`config.mk`:
```
export PLATFORM = sky130hd
export DESIGN_NAME = cpr_top
export DESIGN_NICKNAME = d
export VERILOG_FILES = /design/src/cpr_pkg.sv /design/src/cpr_sync.sv /design/src/cpr_top.sv
export SDC_FILE = /design/constraint.sdc
export NUM_CORES = 1
export LEC_CHECK = 0
export BUFFER_PORTS_ARGS = -buffer_cell sky130_fd_sc_hd__buf_2
export CORE_ASPECT_RATIO = 1.25
export CORE_MARGIN = 2
export CORE_UTILIZATION = 50
export CTS_CLUSTER_DIAMETER = 80
export DETAILED_ROUTE_END_ITERATION = 10
export GPL_ROUTABILITY_DRIVEN = 0
export GPL_TIMING_DRIVEN = 0
export PLACE_DENSITY_LB_ADDON = 0.05
export SETUP_SLACK_MARGIN = 0.3
export SLEW_MARGIN = 40
export SYNTH_ARGS = -nofsm -noshare
export SYNTH_HDL_FRONTEND = slang
export SYNTH_SLANG_ARGS = --single-unit
```
`constraint.sdc`:
```
create_clock -name clk -period 3.27 [get_ports clk]
set_input_delay 0.1635 -clock clk [delete_from_list [all_inputs] [get_ports clk]]
set_output_delay 0.1635 -clock clk [all_outputs]
set_load 0.03 [all_outputs]
```
`src/cpr_pkg.sv`:
```
// constants, types and register map of the codec power-down and reset control block
// assumes a single 25 MHz clock and an AXI4-Lite register port with 32-bit data
package cpr_pkg;

	// clock and timing
	localparam int CLK_HZ = 25_000_000;
	localparam int SYNC_STUCK_US = 250;
	localparam int SYNC_STUCK_CYC = (CLK_HZ / 1_000_000) * SYNC_STUCK_US;
	localparam int STUCK_CNT_W = 16;

	// register map, byte addresses
	localparam int ADDR_W = 4;
	localparam logic [ADDR_W-1:0] PRIMARY_ADDR = 4'h0;
	localparam logic [ADDR_W-1:0] AUX_ADDR = 4'h4;
	localparam logic [ADDR_W-1:0] STATUS_ADDR = 4'h8;

	// primary_control_reg fields
	localparam int PRI_PDR_BIT = 7;
	localparam int PRI_RUN_BIT = 6;
	localparam int PRI_LINE_PD_BIT = 5;
	localparam logic [7:0] PRIMARY_RST = 8'h00;
	localparam logic [7:0] PRIMARY_WMASK = 8'he0;

	// aux_control_reg fields
	localparam int AUX_SYNC_LOSS_BIT = 0;
	localparam logic [7:0] AUX_RST = 8'h00;
	localparam logic [7:0] AUX_WMASK = 8'h01;

	// bus answers
	localparam logic [1:0] RESP_OKAY = 2'h0;
	localparam logic [1:0] RESP_SLVERR = 2'h2;

	// operating mode
	typedef enum logic [2:0] {
		MODE_PDR = 3'b001,
		MODE_INIT = 3'b010,
		MODE_RUN = 3'b100
	} cpr_mode_e;

	// output enables of the analog outputs, high while driven
	typedef struct packed {
		logic acoustic_gain_out;
		logic acoustic_voice_out;
		logic acoustic_drive_out;
		logic line_gain_out;
		logic line_voice_out;
		logic line_drive_out;
	} cpr_oe_s;

	// status register layout, bit 0 is the last member
	typedef struct packed {
		logic sync_stuck_seen;
		logic pin_level;
		logic run;
		logic initial_mode;
		logic line_down;
		logic pdr_active;
	} cpr_status_s;

endpackage : cpr_pkg

```
`src/cpr_sync.sv`:
```
// two-flop synchroniser, one pair of flops per bit
// assumes arst_n is an active-low asynchronous clear and d comes from outside the clock domain
`timescale 1ns/1ps
module cpr_sync
#(
	parameter int W = 1
)
(
	// clock and clear
	input wire logic clk,
	input wire logic arst_n,
	// data
	input wire logic [W-1:0] d,
	output logic [W-1:0] q
);

	logic [W-1:0] stage1;

	genvar i;
	generate
		for (i = 0; i < W; i++)
		begin : g_bit
			always_ff @(posedge clk or negedge arst_n)
			begin
				if (!arst_n)
				begin
					stage1[i] <= 1'b0;
					q[i] <= 1'b0;
				end
				else
				begin
					stage1[i] <= d[i];
					q[i] <= stage1[i];
				end
			end
		end
	endgenerate

endmodule : cpr_sync

```
`src/cpr_top.sv`:
```
// power-down reset and line codec power-down control with an AXI4-Lite register port
// assumes the pins arrive asynchronously; the analog drivers take the output enables
//
// Summary of operation
// RULE1 - power_down_reset_n low holds device powered down
// RULE2 - power-down reset clears control bits and state
// RULE3 - release enters initial mode, not old configuration
// RULE4 - pin low or primary bit 7 means reset
// RULE5 - host keeps power_down_reset_n high normally
// RULE6 - line_codec_power_down high stops only line codec
// RULE7 - line power-down is pin OR primary bit 5
// RULE8 - powered-down line codec outputs go high-impedance
// RULE9 - host resets after changing line_codec_power_down
// RULE10 - all analog outputs high-impedance during reset
// RULE11 - stuck external frame_sync forces power-down reset
// RULE12 - reset asserts asynchronously, releases through two flops
//
// Local design decisions: the AXI4-Lite slave port and the register offsets.
`timescale 1ns/1ps
module cpr_top
	import cpr_pkg::*;
#(
	parameter int SYNC_STUCK_LIMIT = SYNC_STUCK_CYC
)
(
	// clock and reset
	input wire logic clk,
	input wire logic rst_n,
	// device pins
	input wire logic power_down_reset_n,
	input wire logic line_codec_power_down,
	input wire logic frame_clock_source_select,
	input wire logic frame_sync,
	// analog output enables
	output cpr_oe_s out_oe,
	// state
	output logic power_down_active,
	output logic line_codec_down,
	// axi4-lite write address
	input wire logic s_axi_awvalid,
	output logic s_axi_awready,
	input wire logic [ADDR_W-1:0] s_axi_awaddr,
	// axi4-lite write data
	input wire logic s_axi_wvalid,
	output logic s_axi_wready,
	input wire logic [31:0] s_axi_wdata,
	input wire logic [3:0] s_axi_wstrb,
	// axi4-lite write response
	output logic s_axi_bvalid,
	input wire logic s_axi_bready,
	output logic [1:0] s_axi_bresp,
	// axi4-lite read address
	input wire logic s_axi_arvalid,
	output logic s_axi_arready,
	input wire logic [ADDR_W-1:0] s_axi_araddr,
	// axi4-lite read data
	output logic s_axi_rvalid,
	input wire logic s_axi_rready,
	output logic [31:0] s_axi_rdata,
	output logic [1:0] s_axi_rresp
);

	logic pin_rst_n_sync;
	logic [2:0] pins_sync;
	logic line_pin_sync;
	logic ext_clock_sync;
	logic frame_sync_q;
	logic frame_sync_prev;
	logic line_pin_latched;
	logic ext_clock_latched;
	logic [7:0] primary;
	logic [7:0] aux;
	logic [7:0] next_primary;
	logic [7:0] next_aux;
	logic pdr_active;
	logic line_down;
	logic [STUCK_CNT_W-1:0] stuck_cnt;
	logic sync_stuck;
	logic sync_stuck_seen;
	logic stuck_watch;
	logic frame_edge;
	cpr_mode_e mode;
	cpr_mode_e next_mode;
	cpr_oe_s next_oe;
	cpr_status_s status;
	logic aw_held;
	logic [ADDR_W-1:0] aw_addr;
	logic w_held;
	logic [31:0] w_data;
	logic [3:0] w_strb;
	logic do_write;
	logic wr_primary;
	logic wr_aux;
	logic wr_mapped;
	logic rd_take;
	logic rd_mapped;
	logic [31:0] rd_value;

	localparam logic [STUCK_CNT_W-1:0] STUCK_LAST = STUCK_CNT_W'(SYNC_STUCK_LIMIT - 1);

	// RULE12 async assert, two-flop release
	cpr_sync #(
		.W(1)
	) u_rst_sync (
		.clk(clk),
		.arst_n(rst_n & power_down_reset_n),
		.d(1'b1),
		.q(pin_rst_n_sync)
	);

	cpr_sync #(
		.W(3)
	) u_pin_sync (
		.clk(clk),
		.arst_n(rst_n),
		.d({line_codec_power_down, frame_clock_source_select, frame_sync}),
		.q(pins_sync)
	);

	assign line_pin_sync = pins_sync[2];
	assign ext_clock_sync = pins_sync[1];
	assign frame_sync_q = pins_sync[0];

	// RULE4 pin low or bit set
	// RULE1 pin low holds power-down
	assign pdr_active = !pin_rst_n_sync || primary[PRI_PDR_BIT];

	// RULE7 pin or register bit
	// RULE6 only the line codec
	assign line_down = line_pin_latched || primary[PRI_LINE_PD_BIT];

	// pin straps follow the pins during reset and freeze on its release
	// RULE9 pin change needs reset
	always_ff @(posedge clk or negedge rst_n)
	begin
		if (!rst_n)
		begin
			line_pin_latched <= 1'b0;
			ext_clock_latched <= 1'b0;
		end
		else if (pdr_active)
		begin
			line_pin_latched <= line_pin_sync;
			ext_clock_latched <= ext_clock_sync;
		end
	end

	// frame_sync watchdog, only in external clock mode with the enable on
	assign frame_edge = frame_sync_q != frame_sync_prev;
	assign stuck_watch = ext_clock_latched && aux[AUX_SYNC_LOSS_BIT] && !pdr_active;
	// RULE11 stuck frame sync
	assign sync_stuck = stuck_watch && !frame_edge && (stuck_cnt == STUCK_LAST);

	always_ff @(posedge clk or negedge rst_n)
	begin
		if (!rst_n)
		begin
			frame_sync_prev <= 1'b0;
			stuck_cnt <= '0;
		end
		else
		begin
			frame_sync_prev <= frame_sync_q;
			if (!stuck_watch || frame_edge || sync_stuck)
				stuck_cnt <= '0;
			else
				stuck_cnt <= stuck_cnt + STUCK_CNT_W'(1);
		end
	end

	// sticky record of a watchdog trip, kept across power-down reset
	always_ff @(posedge clk or negedge rst_n)
	begin
		if (!rst_n)
			sync_stuck_seen <= 1'b0;
		else if (sync_stuck)
			sync_stuck_seen <= 1'b1;
		else if (wr_aux && w_data[AUX_SYNC_LOSS_BIT])
			sync_stuck_seen <= 1'b0;
	end

	// register write decode
	assign do_write = aw_held && w_held && !s_axi_bvalid;
	assign wr_primary = do_write && (aw_addr == PRIMARY_ADDR) && w_strb[0];
	assign wr_aux = do_write && (aw_addr == AUX_ADDR) && w_strb[0];
	assign wr_mapped = (aw_addr == PRIMARY_ADDR) || (aw_addr == AUX_ADDR) || (aw_addr == STATUS_ADDR);

	// RULE2 clear primary bits 6:0 and aux while in reset, bit 7 kept
	// RULE11 trip sets bit 7, wins over a clear
	assign next_primary[PRI_PDR_BIT] = sync_stuck ||
		(wr_primary ? w_data[PRI_PDR_BIT] : primary[PRI_PDR_BIT]);
	assign next_primary[PRI_PDR_BIT-1:0] = pdr_active ? PRIMARY_RST[PRI_PDR_BIT-1:0] :
		wr_primary ? (w_data[PRI_PDR_BIT-1:0] & PRIMARY_WMASK[PRI_PDR_BIT-1:0]) :
		primary[PRI_PDR_BIT-1:0];
	assign next_aux = pdr_active ? AUX_RST :
		wr_aux ? (w_data[7:0] & AUX_WMASK) : aux;

	always_ff @(posedge clk or negedge rst_n)
	begin
		if (!rst_n)
		begin
			primary <= PRIMARY_RST;
			aux <= AUX_RST;
		end
		else
		begin
			primary <= next_primary;
			aux <= next_aux;
		end
	end

	// operating mode
	always_comb
	begin
		next_mode = mode;
		case (mode)
			MODE_PDR:
			begin
				// RULE3 release to initial mode
				if (!pdr_active)
					next_mode = MODE_INIT;
			end
			MODE_INIT:
			begin
				if (pdr_active)
					next_mode = MODE_PDR;
				else if (primary[PRI_RUN_BIT])
					next_mode = MODE_RUN;
			end
			MODE_RUN:
			begin
				if (pdr_active)
					next_mode = MODE_PDR;
			end
			default:
			begin
				next_mode = MODE_PDR;
			end
		endcase
	end

	// RULE2 state returns to reset value
	always_ff @(posedge clk or negedge rst_n)
	begin
		if (!rst_n)
			mode <= MODE_PDR;
		else if (pdr_active)
			mode <= MODE_PDR;
		else
			mode <= next_mode;
	end

	// RULE10 all outputs off in reset
	assign next_oe.acoustic_gain_out = !pdr_active;
	assign next_oe.acoustic_voice_out = !pdr_active;
	assign next_oe.acoustic_drive_out = !pdr_active;
	// RULE8 line outputs off when down
	assign next_oe.line_gain_out = !pdr_active && !line_down;
	assign next_oe.line_voice_out = !pdr_active && !line_down;
	assign next_oe.line_drive_out = !pdr_active && !line_down;

	always_ff @(posedge clk or negedge rst_n)
	begin
		if (!rst_n)
		begin
			out_oe <= '0;
			power_down_active <= 1'b1;
			line_codec_down <= 1'b0;
		end
		else
		begin
			out_oe <= next_oe;
			power_down_active <= pdr_active;
			line_codec_down <= line_down;
		end
	end

	// write channels, taken in either order
	assign s_axi_awready = !aw_held;
	assign s_axi_wready = !w_held;

	always_ff @(posedge clk or negedge rst_n)
	begin
		if (!rst_n)
		begin
			aw_held <= 1'b0;
			aw_addr <= '0;
			w_held <= 1'b0;
			w_data <= '0;
			w_strb <= '0;
		end
		else
		begin
			if (s_axi_awvalid && !aw_held)
			begin
				aw_held <= 1'b1;
				aw_addr <= s_axi_awaddr;
			end
			else if (do_write)
				aw_held <= 1'b0;
			if (s_axi_wvalid && !w_held)
			begin
				w_held <= 1'b1;
				w_data <= s_axi_wdata;
				w_strb <= s_axi_wstrb;
			end
			else if (do_write)
				w_held <= 1'b0;
		end
	end

	always_ff @(posedge clk or negedge rst_n)
	begin
		if (!rst_n)
		begin
			s_axi_bvalid <= 1'b0;
			s_axi_bresp <= RESP_OKAY;
		end
		else if (do_write)
		begin
			s_axi_bvalid <= 1'b1;
			s_axi_bresp <= wr_mapped ? RESP_OKAY : RESP_SLVERR;
		end
		else if (s_axi_bready)
			s_axi_bvalid <= 1'b0;
	end

	// read path
	assign status.sync_stuck_seen = sync_stuck_seen;
	assign status.pin_level = pin_rst_n_sync;
	assign status.run = mode == MODE_RUN;
	assign status.initial_mode = mode == MODE_INIT;
	assign status.line_down = line_down;
	assign status.pdr_active = pdr_active;

	assign s_axi_arready = !s_axi_rvalid;
	assign rd_take = s_axi_arvalid && !s_axi_rvalid;
	assign rd_mapped = (s_axi_araddr == PRIMARY_ADDR) || (s_axi_araddr == AUX_ADDR) ||
		(s_axi_araddr == STATUS_ADDR);
	assign rd_value = (s_axi_araddr == PRIMARY_ADDR) ? {24'h000000, primary} :
		(s_axi_araddr == AUX_ADDR) ? {24'h000000, aux} :
		(s_axi_araddr == STATUS_ADDR) ? {26'h0000000, status} :
		32'h00000000;

	always_ff @(posedge clk or negedge rst_n)
	begin
		if (!rst_n)
		begin
			s_axi_rvalid <= 1'b0;
			s_axi_rdata <= '0;
			s_axi_rresp <= RESP_OKAY;
		end
		else if (rd_take)
		begin
			s_axi_rvalid <= 1'b1;
			s_axi_rdata <= rd_value;
			s_axi_rresp <= rd_mapped ? RESP_OKAY : RESP_SLVERR;
		end
		else if (s_axi_rready)
			s_axi_rvalid <= 1'b0;
	end

endmodule : cpr_top

```
# == After elaboration in Yosys (flattened, before gate mapping) ==
# Index checks and enable logic that the tools add are counted.
# op_classes
n_addsub,1
eq_ne,11
n_mux,23
bitwise,1
n_reduce_logical,43
# ops
operator,n
2-to-1 mux 8 bit,4
adder 16 x 1 -> 16 bit (second input constant),1
equality test 16 x 13 -> 1 bit (second input constant),1
2-to-1 mux 16 bit,1
logical AND 1 bit,15
2-to-1 mux 7 bit,2
nonzero test 2 bit,7
2-to-1 mux 1 bit,10
zero test 1 bit,9
logical OR 1 bit,9
case mux 3 bit (3 select lines),1
equality test 4 x 3 -> 1 bit (second input constant),2
equality test 4 bit (second input constant),2
zero test 4 bit,2
2-to-1 mux 3 bit,2
2-to-1 mux 6 bit,1
2-to-1 mux 2 bit,2
equality test 3 x 1 -> 1 bit (second input constant),1
equality test 3 x 2 -> 1 bit (second input constant),1
equality test 3 bit (second input constant),1
!= test 3 bit (second input constant),1
!= test 2 bit (second input constant),1
AND reduction 2 bit,1
AND 1 bit,1
!= test 1 bit,1
# totals
register_bits,104
in_bits,55
output_inout_bits,49
elab_cells,110

# == Longest topological paths before layout ==
# Gate-level depths: netlist (run 1).
# depth
ltp_word,8
ltp_mapped,8
depth_no_buf,6

# == Cells and area by module ==
# From an unflattened synthesis (run 1), not the netlist that was laid out.
# hier_totals
hier_cells,262
hier_area_um2,2758.9
# modules_own_cells
module,instances,cells_per_inst,area_each_um2,seq_area_each_um2
cpr_top,1,254,2558.7,1353.8
cpr_sync (u_pin_sync),1,6,150.1,150.1
cpr_sync (u_rst_sync),1,2,50.0,50.0

# == Least setup slack after synthesis (run 1) ==
# No wires, ideal clock.
# synth_timing
kind,flip-flop to flip-flop
startpoint,register s_axi_bvalid
endpoint,register primary[7]
setup_ns,0.124
arrival_time_ns,1.508
required_time_ns,3.146
slack_ns,1.638
path_stages_with_launch,6
path_buffers,1
synth_period_minus_slack_ns,1.632
cell_sequence,dfrtp_1 nand3b_1 or4_1 buf_2 mux2i_1 o21ai_1
# synth_via
elab_chain_cells,6
# synth_rtl
element,line,rtl
start: declaration,cpr_top.sv:49,"output logic s_axi_bvalid,"
start signal: assignment,cpr_top.sv:316,s_axi_bvalid <= 1'b0;
start signal: assignment,cpr_top.sv:321,s_axi_bvalid <= 1'b1;
start signal: assignment,cpr_top.sv:325,s_axi_bvalid <= 1'b0;
zero test 1 bit,cpr_top.sv:183,assign do_write = aw_held && w_held && !s_axi_bvalid;
logical AND 1 bit,cpr_top.sv:183,
logical AND 1 bit (2 in series),cpr_top.sv:184,assign wr_primary = do_write && (aw_addr == PRIMARY_ADDR) && w_strb[0];
2-to-1 mux 1 bit,cpr_top.sv:191,(wr_primary ? w_data[PRI_PDR_BIT] : primary[PRI_PDR_BIT]);
logical OR 1 bit,cpr_top.sv:190,assign next_primary[PRI_PDR_BIT] = sync_stuck ||
via next_primary[7],cpr_top.sv:73,logic [7:0] next_primary;
end signal: assignment,cpr_top.sv:207,primary <= next_primary;
end: declaration,cpr_top.sv:71,logic [7:0] primary;
# The timed path passes the listed nets, and every way through them passes these cells.
# A chain may end at the register's enable or synchronous reset.

# == Worst setup path in the final report (run 1) ==
# layout_timing
startpoint,register stuck_cnt[1]
endpoint,register stuck_cnt[13]
# layout_via
elab_chain_cells,4
word_cells_on_any_way,5
classes_between,add/sub: 1; eq/ne: 1; mux: 1; reduce/logical: 2
# layout_rtl
element,line,rtl
start: declaration,cpr_top.sv:77,logic [STUCK_CNT_W-1:0] stuck_cnt;
start signal: assignment,cpr_top.sv:167,stuck_cnt <= stuck_cnt + STUCK_CNT_W'(1);
branches (longest 3 deep; another with adder 16 x 1 -> 16 bit),n/a,
2-to-1 mux 16 bit *,cpr_top.sv:164,if (!stuck_watch || frame_edge || sync_stuck)
# Every way passes the cells marked *.

==> flow_metrics.py, run 1 <==
metrics = {
    "worst_setup_path": {
        "worstRegToRegCells": 8,
        "worstSetupStartpoint": "stuck_cnt[1]$_DFF_PN0_",
        "critPathCaptureType": "flip-flop",
        "endpoint": "stuck_cnt[13]$_DFF_PN0_",
        "max_stage_delay_ns": 0.42,
        "r2r-start": "stuck_cnt[1]$_DFF_PN0_",
        "r2r_end": "stuck_cnt[13]$_DFF_PN0_",
        "path_cells": "inv_1 -> ha_1 -> nor3b_1 -> nand4_1 -> nand2b_1 -> clkbuf_2 -> buf_4 -> nor2_1",
        "crit_slowest_cell": "dfrtp_1",
        "arrival_ns": 1.95,
        "r2r_setup_slack_ns": 1.55,
        "cp.required_ns": 3.49,
        "worstPathMaxFanout": 10,
        "path_class": "flip-flop to flip-flop",
        "start_kind": "flip-flop",
    },
    "yosys": {
        "ys_types": 42,
        "synthAdderAreaFrac": 0.00896,
        "synthArstFlopShare": 1.00,
        "muxShareOfSynthArea": 0.0506,
        "synthCells": 267,
        "synth_edf_count": 0,
        "synth-xor-area-share": 0.0470,
        "ys.flop_type": "dfrtp_1",
        "yosysSeqAreaShare": 0.556,
        "synth_warnings": 0,
        "syn_area_um2": 2790,
        "synth_seq_cells": 62,
        "synth_top_family_by_area": "simple AND/OR/NAND/NOR gates",
        "synth-compound-area-share": 0.0537,
        "synthSimpleGateAreaFrac": 0.169,
        "avgSynthCellArea_um2": 10.5,
    },
    "power_and_ir_drop": {
        "leakage_nw": 1.72,
        "pwr_density_cell_nw_per_um2": 664,
        "ir_drop_v": 0.000384,
    },
    "drt": {
        "dr.max_layer_used": "met4",
        "via_per_inst": 4.63,
        "drc": 0,
        "met1_length_mm": 2.13,
        "wirelength_mm": 4.79,
        "num_vias": 1966,
        "first_pass_iters": 4,
        "wl_per_cell_um": 11.3,
        "met3_wirelength_um": 225,
        "drt_iter0_markers": 133,
        "ant_nets": 0,
        "wl_met2_mm": 2.35,
    },
    "sta": {
        "setup_ws_ns": 1.55,
        "fmax_mhz": 580,
        "finalMaxSlewViolations": 0,
        "tightest_slew_ns": 0.536,
        "period_minus_slack_ns": 1.72,
        "post-route-period-util": 0.527,
        "rsz0062_at_grt": "no",
        "fin_worst_skew_ns": 0.00837,
        "fin_setup_tns_ns": 0,
        "hold_violations": 0,
        "setup_violations": 0,
        "slew_headroom": 0.643,
    },
    "place": {
        "dpl.hpwl_mm": 3.35,
        "place_inst": 402,
        "io_buffers": 46,
        "preCtsSetupSlack_ns": 1.54,
        "place_area_um2": 3200,
    },
    "clock_network": {
        "clock_sinks": 62,
        "root_buffer": "clkbuf_8",
        "cts-buffers-inserted": 9,
        "cts_tree": "built",
        "cts_resized": 0,
        "clock_path_buffers": 2,
        "htree_levels": 3,
        "clock_latency_ns": 0.33,
        "cts.clk_slew.worst_paths_ns": 0.07,
    },
    "worst_hold_path": {
        "holdCritPathClass": "primary input to flip-flop",
    },
    "die": {
        "die_w_um": 70.9,
        "die_area_um2": 6210,
        "start_util": 0.517,
        "die_y_um": 87.6,
        "core_um2": 5410,
        "core.rowCount": 30,
        "num_io_pins": 104,
    },
    "final_layout": {
        "diodes": 0,
        "stdcell_area_um2": 3520,
        "final_core_util": 0.651,
        "stdcell_count": 425,
        "synthToLayoutAreaGrowth_pct": 26.0,
        "drive_gt1_frac": 0.305,
        "layout.nets": 413,
        "final_cell_mix": "60 x dfrtp_1, 46 x buf_2, 32 x buf_4",
        "fill_cells": 474,
        "layout_commonest_cell": "dfrtp_1",
    },
    "flow_run": {
        "max-cap-violations": 0,
    },
    "global_routing": {
        "grt_pass1_vias": 1896,
        "grt.total_usage": 0.173,
        "gr-total-overflow": 0,
        "grt_max_degree": 62,
        "grt_pass1_wl_mm": 8.39,
        "antenna_found_initial": 0,
    },
    "outcome": {
        "status": "completed",
    },
}
==> area by class of cell <==
class | instances | area, um2 | area share
Clock buffer | 9 | 124 | 0.0352
Timing Repair Buffer | 53 | 307 | 0.0871
Sequential cell | 62 | 1550 | 0.442
Clock inverter | 7 | 121 | 0.0345
Multi-Input combinational cell | 180 | 1020 | 0.290
Inverter | 13 | 48.8 | 0.0139
Buffer | 37 | 264 | 0.0750
Tap cell | 64 | 80.1 | 0.0228
==> synth_stat cells, types with 3 or more instances <==
cell type	instances	area, um2
xnor2_1	11	96.3
nand2_1	28	105
clkbuf_2	3	15.0
o21ai_0	13	65.1
nor3_1	5	25.0
buf_4	32	240
dfrtp_1	60	1500
mux2_2	9	101
a21oi_1	5	25.0
inv_1	12	45.0
nand3_1	5	25.0
nor2_1	27	101
xor2_1	4	35.0
nor2b_1	3	18.8
and4_1	3	26.3
nand4_1	7	43.8
mux2i_1	4	40.0
nor4_1	6	37.5
==> worst min path at each step <==
stage	startpoint	to	depth (start not counted)
6_report	s_axi_awaddr[2]	aw_addr[2]$_DFFE_PN0P_	3
3_3_place_gp	power_down_reset_n	u_rst_sync.stage1$_DFF_PN0_	2
5_1_grt	s_axi_awvalid	aw_held$_DFFE_PN0P_	2
4_1_cts	s_axi_awaddr[2]	aw_addr[2]$_DFFE_PN0P_	3
3_5_place_dp	power_down_reset_n	u_rst_sync.stage1$_DFF_PN0_	2
2_1_floorplan	rst_n	aux[0]$_DFFE_PN0P_	0
==> through the flow <==
step                total power, mW  hold slack, ns
detailed placement             1.53          0.0591
CTS                            2.36          0.0265
global placement               1.52          0.0570
finish                         2.34          0.0412
global route                   2.47          0.0480
floorplan                      1.39          -0.132
==> logic make-up after synthesis <==
| kind of cell | Yosys count |
|---|---|
| adder cells (fa/ha/maj) | 2 |
| XOR/XNOR | 15 |
| buffers and inverters | 50 |
| other | 2 |
| AND/OR/NAND/NOR | 97 |
| multiplexers | 13 |
| AO/OA/AOI/OAI | 26 |
| flip-flops | 62 |
==> what timing repair did <==
item,CTS,global route
hold buffers,7,0
hold endpoints to repair,65,0
buffers inserted,0,0
==> worst max-delay path, delay by kind of cell (launching register included) <==
kind | cells | cell delay (ns)
flops | 1 | 0.42
buf+inv | 3 | 0.46
simple gates | 4 | 0.61
fa+ha+maj | 1 | 0.13
==> state kept, by name, indices dropped and copies added, names as in the netlist, 2 cells and up <==
name	count
w_data	4
stuck_cnt	16
u_pin_sync.stage1	3
s_axi_rdata	8
primary	3
out_oe	2
mode	3
aw_addr	4
u_pin_sync.q	3
==> where the power goes <==
| part | leakage, nW | switching (mW) | internal, mW | total (mW) |
|---|---|---|---|---|
| clock network | 0.124 | 0.307 | 0.510 | 0.817 |
| registers | 0.795 | 0.0885 | 0.905 | 0.993 |
| logic | 0.800 | 0.316 | 0.210 | 0.526 |
| total | 1.72 | 0.712 | 1.62 | 2.34 |
==> metal layers <==
layer	vias to the layer above	GRT usage
met4	0	0.0823
li1	1009	-
met2	46	0.283
met1	903	0.217
met5	-	0
met3	8	0.0437
(Power assumes the default switching activity.)
==> run 2, diff against run 1 <==
Settings changed: CORE_UTILIZATION 50 to 49.
Clock period 3.27 ns to 1.7 ns, I/O delays scaled along.
==> run 2 against run 1 <==
Critical endpoint is now primary[5]$_DFFE_PN0P_. Global-route usage rose by 1.9 points. Flip-flop and latch count did not move. Final cell count rose by 7.1%. Routed wire length rose by 19%. Worst hold slack got worse by 0.042 ns. Largest power group unchanged. First-iteration DRC count fell by 46%. The flow now finishes with violations (negative hold slack). Critical path depth fell by 3. Clock power rose by 36%. Non-clock buffer count rose by 30. Power rose by 77%. Combinational power rose by 110%.
==> flow_metrics.py, run 2 (same netlist as run 1, synthesis figures left out) <==
metrics = {
    "worst_setup_path": {
        "crit_slowest_cell": "or4_4",
        "path_cells": "or2_1 -> or4_4 -> buf_6 -> mux2i_1 -> nor2_1",
        "critPathCaptureType": "flip-flop",
        "path_class": "flip-flop to flip-flop",
        "worstPathMaxFanout": 3,
        "worstRegToRegCells": 5,
        "start_kind": "flip-flop",
        "max_stage_delay_ns": 0.49,
        "r2r-start": "aw_addr[0]$_DFFE_PN0P_",
        "r2r_end": "primary[5]$_DFFE_PN0P_",
        "r2r_setup_slack_ns": 0.11,
        "worstPathBufferInverterCount": 1,
        "arrival_ns": 1.81,
        "path_delay_family": "simple AND/OR/NAND/NOR gates",
        "cp.required_ns": 1.92,
        "worstSetupStartpoint": "aw_addr[0]$_DFFE_PN0P_",
    },
    "place": {
        "dpl.hpwl_mm": 3.59,
        "io_buffers": 46,
    },
    "clock_network": {
        "root_buffer": "clkbuf_8",
        "clock_sinks": 62,
        "cts.clk_slew.worst_paths_ns": 0.07,
        "cts-buffers-inserted": 9,
        "clock_path_buffers": 2,
        "cts_tree": "built",
        "clock_latency_ns": 0.33,
        "htree_levels": 3,
    },
    "sta": {
        "fin_worst_skew_ns": 0.00719,
        "setup_violations": 0,
        "holdWs_ns": -0.00116,
        "finalMaxSlewViolations": 0,
        "period_minus_slack_ns": 1.59,
        "hold_violations": 1,
        "rsz0062_at_grt": "yes",
        "slew_headroom": 0.640,
        "post-route-period-util": 0.934,
        "fmax_mhz": 630,
        "fin_setup_tns_ns": 0,
        "tightest_slew_ns": 0.540,
    },
    "final_layout": {
        "synthToLayoutAreaGrowth_pct": 40.5,
        "largestRegisters": "stuck_cnt: 16 flops, s_axi_rdata: 8 flops",
        "diodes": 0,
        "layout_commonest_cell": "dfrtp_1",
        "largest_register_ffs": 16,
        "top_register": "stuck_cnt",
        "final_cell_mix": "56 x dfrtp_1, 45 x buf_4, 45 x buf_2",
        "drive_gt1_frac": 0.404,
        "layout.nets": 443,
    },
    "die": {
        "core_um2": 5480,
        "die_w_um": 71.5,
        "die_y_um": 88.4,
        "core.rowCount": 30,
        "die_area_um2": 6330,
        "num_io_pins": 104,
        "start_util": 0.510,
    },
    "flow_run": {
        "max-cap-violations": 0,
    },
    "power_and_ir_drop": {
        "p_switching_mw": 1.35,
        "clockPowerShare": 0.269,
        "ir_drop_v": 0.000740,
        "pwr-share-comb": 0.270,
        "leakage_nw": 1.86,
        "internal_power_mw": 2.77,
        "swShare": 0.328,
        "pwr_density_cell_nw_per_um2": 1050,
        "p_seq_frac": 0.462,
    },
    "worst_hold_path": {
        "whs_endpoint": "w_data[6]$_DFFE_PN0P_",
        "hold_depth": 2,
        "holdCritPathClass": "primary input to flip-flop",
        "min-delay-start": "s_axi_wdata[6]",
    },
    "global_routing": {
        "grt.total_usage": 0.192,
        "antenna_found_initial": 0,
        "gr-total-overflow": 0,
        "grt_pass1_vias": 2127,
        "grt_max_degree": 62,
        "grt_pass1_wl_mm": 9.43,
    },
    "drt": {
        "drt_iter0_markers": 72,
        "ant_nets": 0,
        "via_per_inst": 4.75,
        "first_pass_iters": 4,
        "num_vias": 2160,
        "wl_per_cell_um": 12.5,
        "drc": 0,
        "wirelength_mm": 5.70,
    },
    "outcome": {
        "status": "finished with violations",
        "violations": "negative hold slack",
    },
}
==> run 2: changes by cell type in the layout (fill, tap and decap cells not counted), sizes merged <==
cell / change
buf: +19
bufinv: -3
clkbuf: +2
clkinv: -1
clkinvlp: +2
dlygate4sd3: +12
inv: -1
==> run 2: worst reg2reg max path, delay by kind of cell (launching register included) <==
kind / cells / cell delay (ns)
buffers and inverters: 1 / 0.14
DFF: 1 / 0.37
muxes: 1 / 0.15
and+or+nand+nor: 3 / 0.81
==> run 2: routing by layer <==
layer | vias to the layer above | GRT usage | wire [um]
li1 | 1075 | - | -
met4 | 0 | 0.0875 | 70
met2 | 57 | 0.348 | 3040
met3 | 6 | 0.0330 | 272
met5 | - | 0 | 0
met1 | 1022 | 0.223 | 2320
==> run 2: worst max path at each step <==
stage | cells after the start | to | slack (ns)
after floorplan | 5 | primary[7]$_DFF_PN0_ | 0.11
after global placement | 5 | primary[7]$_DFF_PN0_ | 0.07
after detailed placement | 5 | primary[7]$_DFF_PN0_ | 0.07
after CTS | 5 | primary[7]$_DFF_PN0_ | 0.10
after global routing | 5 | primary[5]$_DFFE_PN0P_ | 0.03
final | 5 | primary[5]$_DFFE_PN0P_ | 0.11
==> run 2: power groups by stage <==
stage	combinational [mW]	clock (mW)	sequential, mW
detailed placement	1.02	0	1.95
global route	1.22	1.20	1.94
finish	1.11	1.11	1.91
floorplan	0.651	0	2.02
CTS	1.12	1.12	1.91
global placement	0.993	0	1.94
==> run 2: final cells by class <==
class | instances | area [um2]
flip-flops and latches | 62 | 1560
clock inverters | 4 | 22.5
plain buffers | 37 | 305
repair buffers | 83 | 593
fillers | 412 | 1560
multi-input cells | 180 | 1170
inverters | 13 | 52.6
clock buffers | 12 | 145
well taps | 64 | 80.1
==> run 2: what timing repair did <==
action / CTS / global route
hold buffers: 19 / 0
endpoints found under the hold margin: 76 / 0
setup endpoints to repair: 21 / 24
gates cloned: 1 / 0
gates resized for setup: 21 / 21
pin swaps: 9 / 7
buffers inserted: 15 / 2
==> run 2: metrics by stage <==
step           worst slack, ns  utilization  total power [mW]  area [um2]  cells
2_1_floorplan            0.111            -              2.67        2940    292
3_3_place_gp            0.0689        0.594              2.93        3250    402
3_5_place_dp            0.0666        0.594              2.96        3260    402
4_1_cts                  0.104        0.696              4.15        3820    453
5_1_grt                 0.0328        0.716              4.36        3930    455
6_report                 0.112        0.716              4.13        3930    455
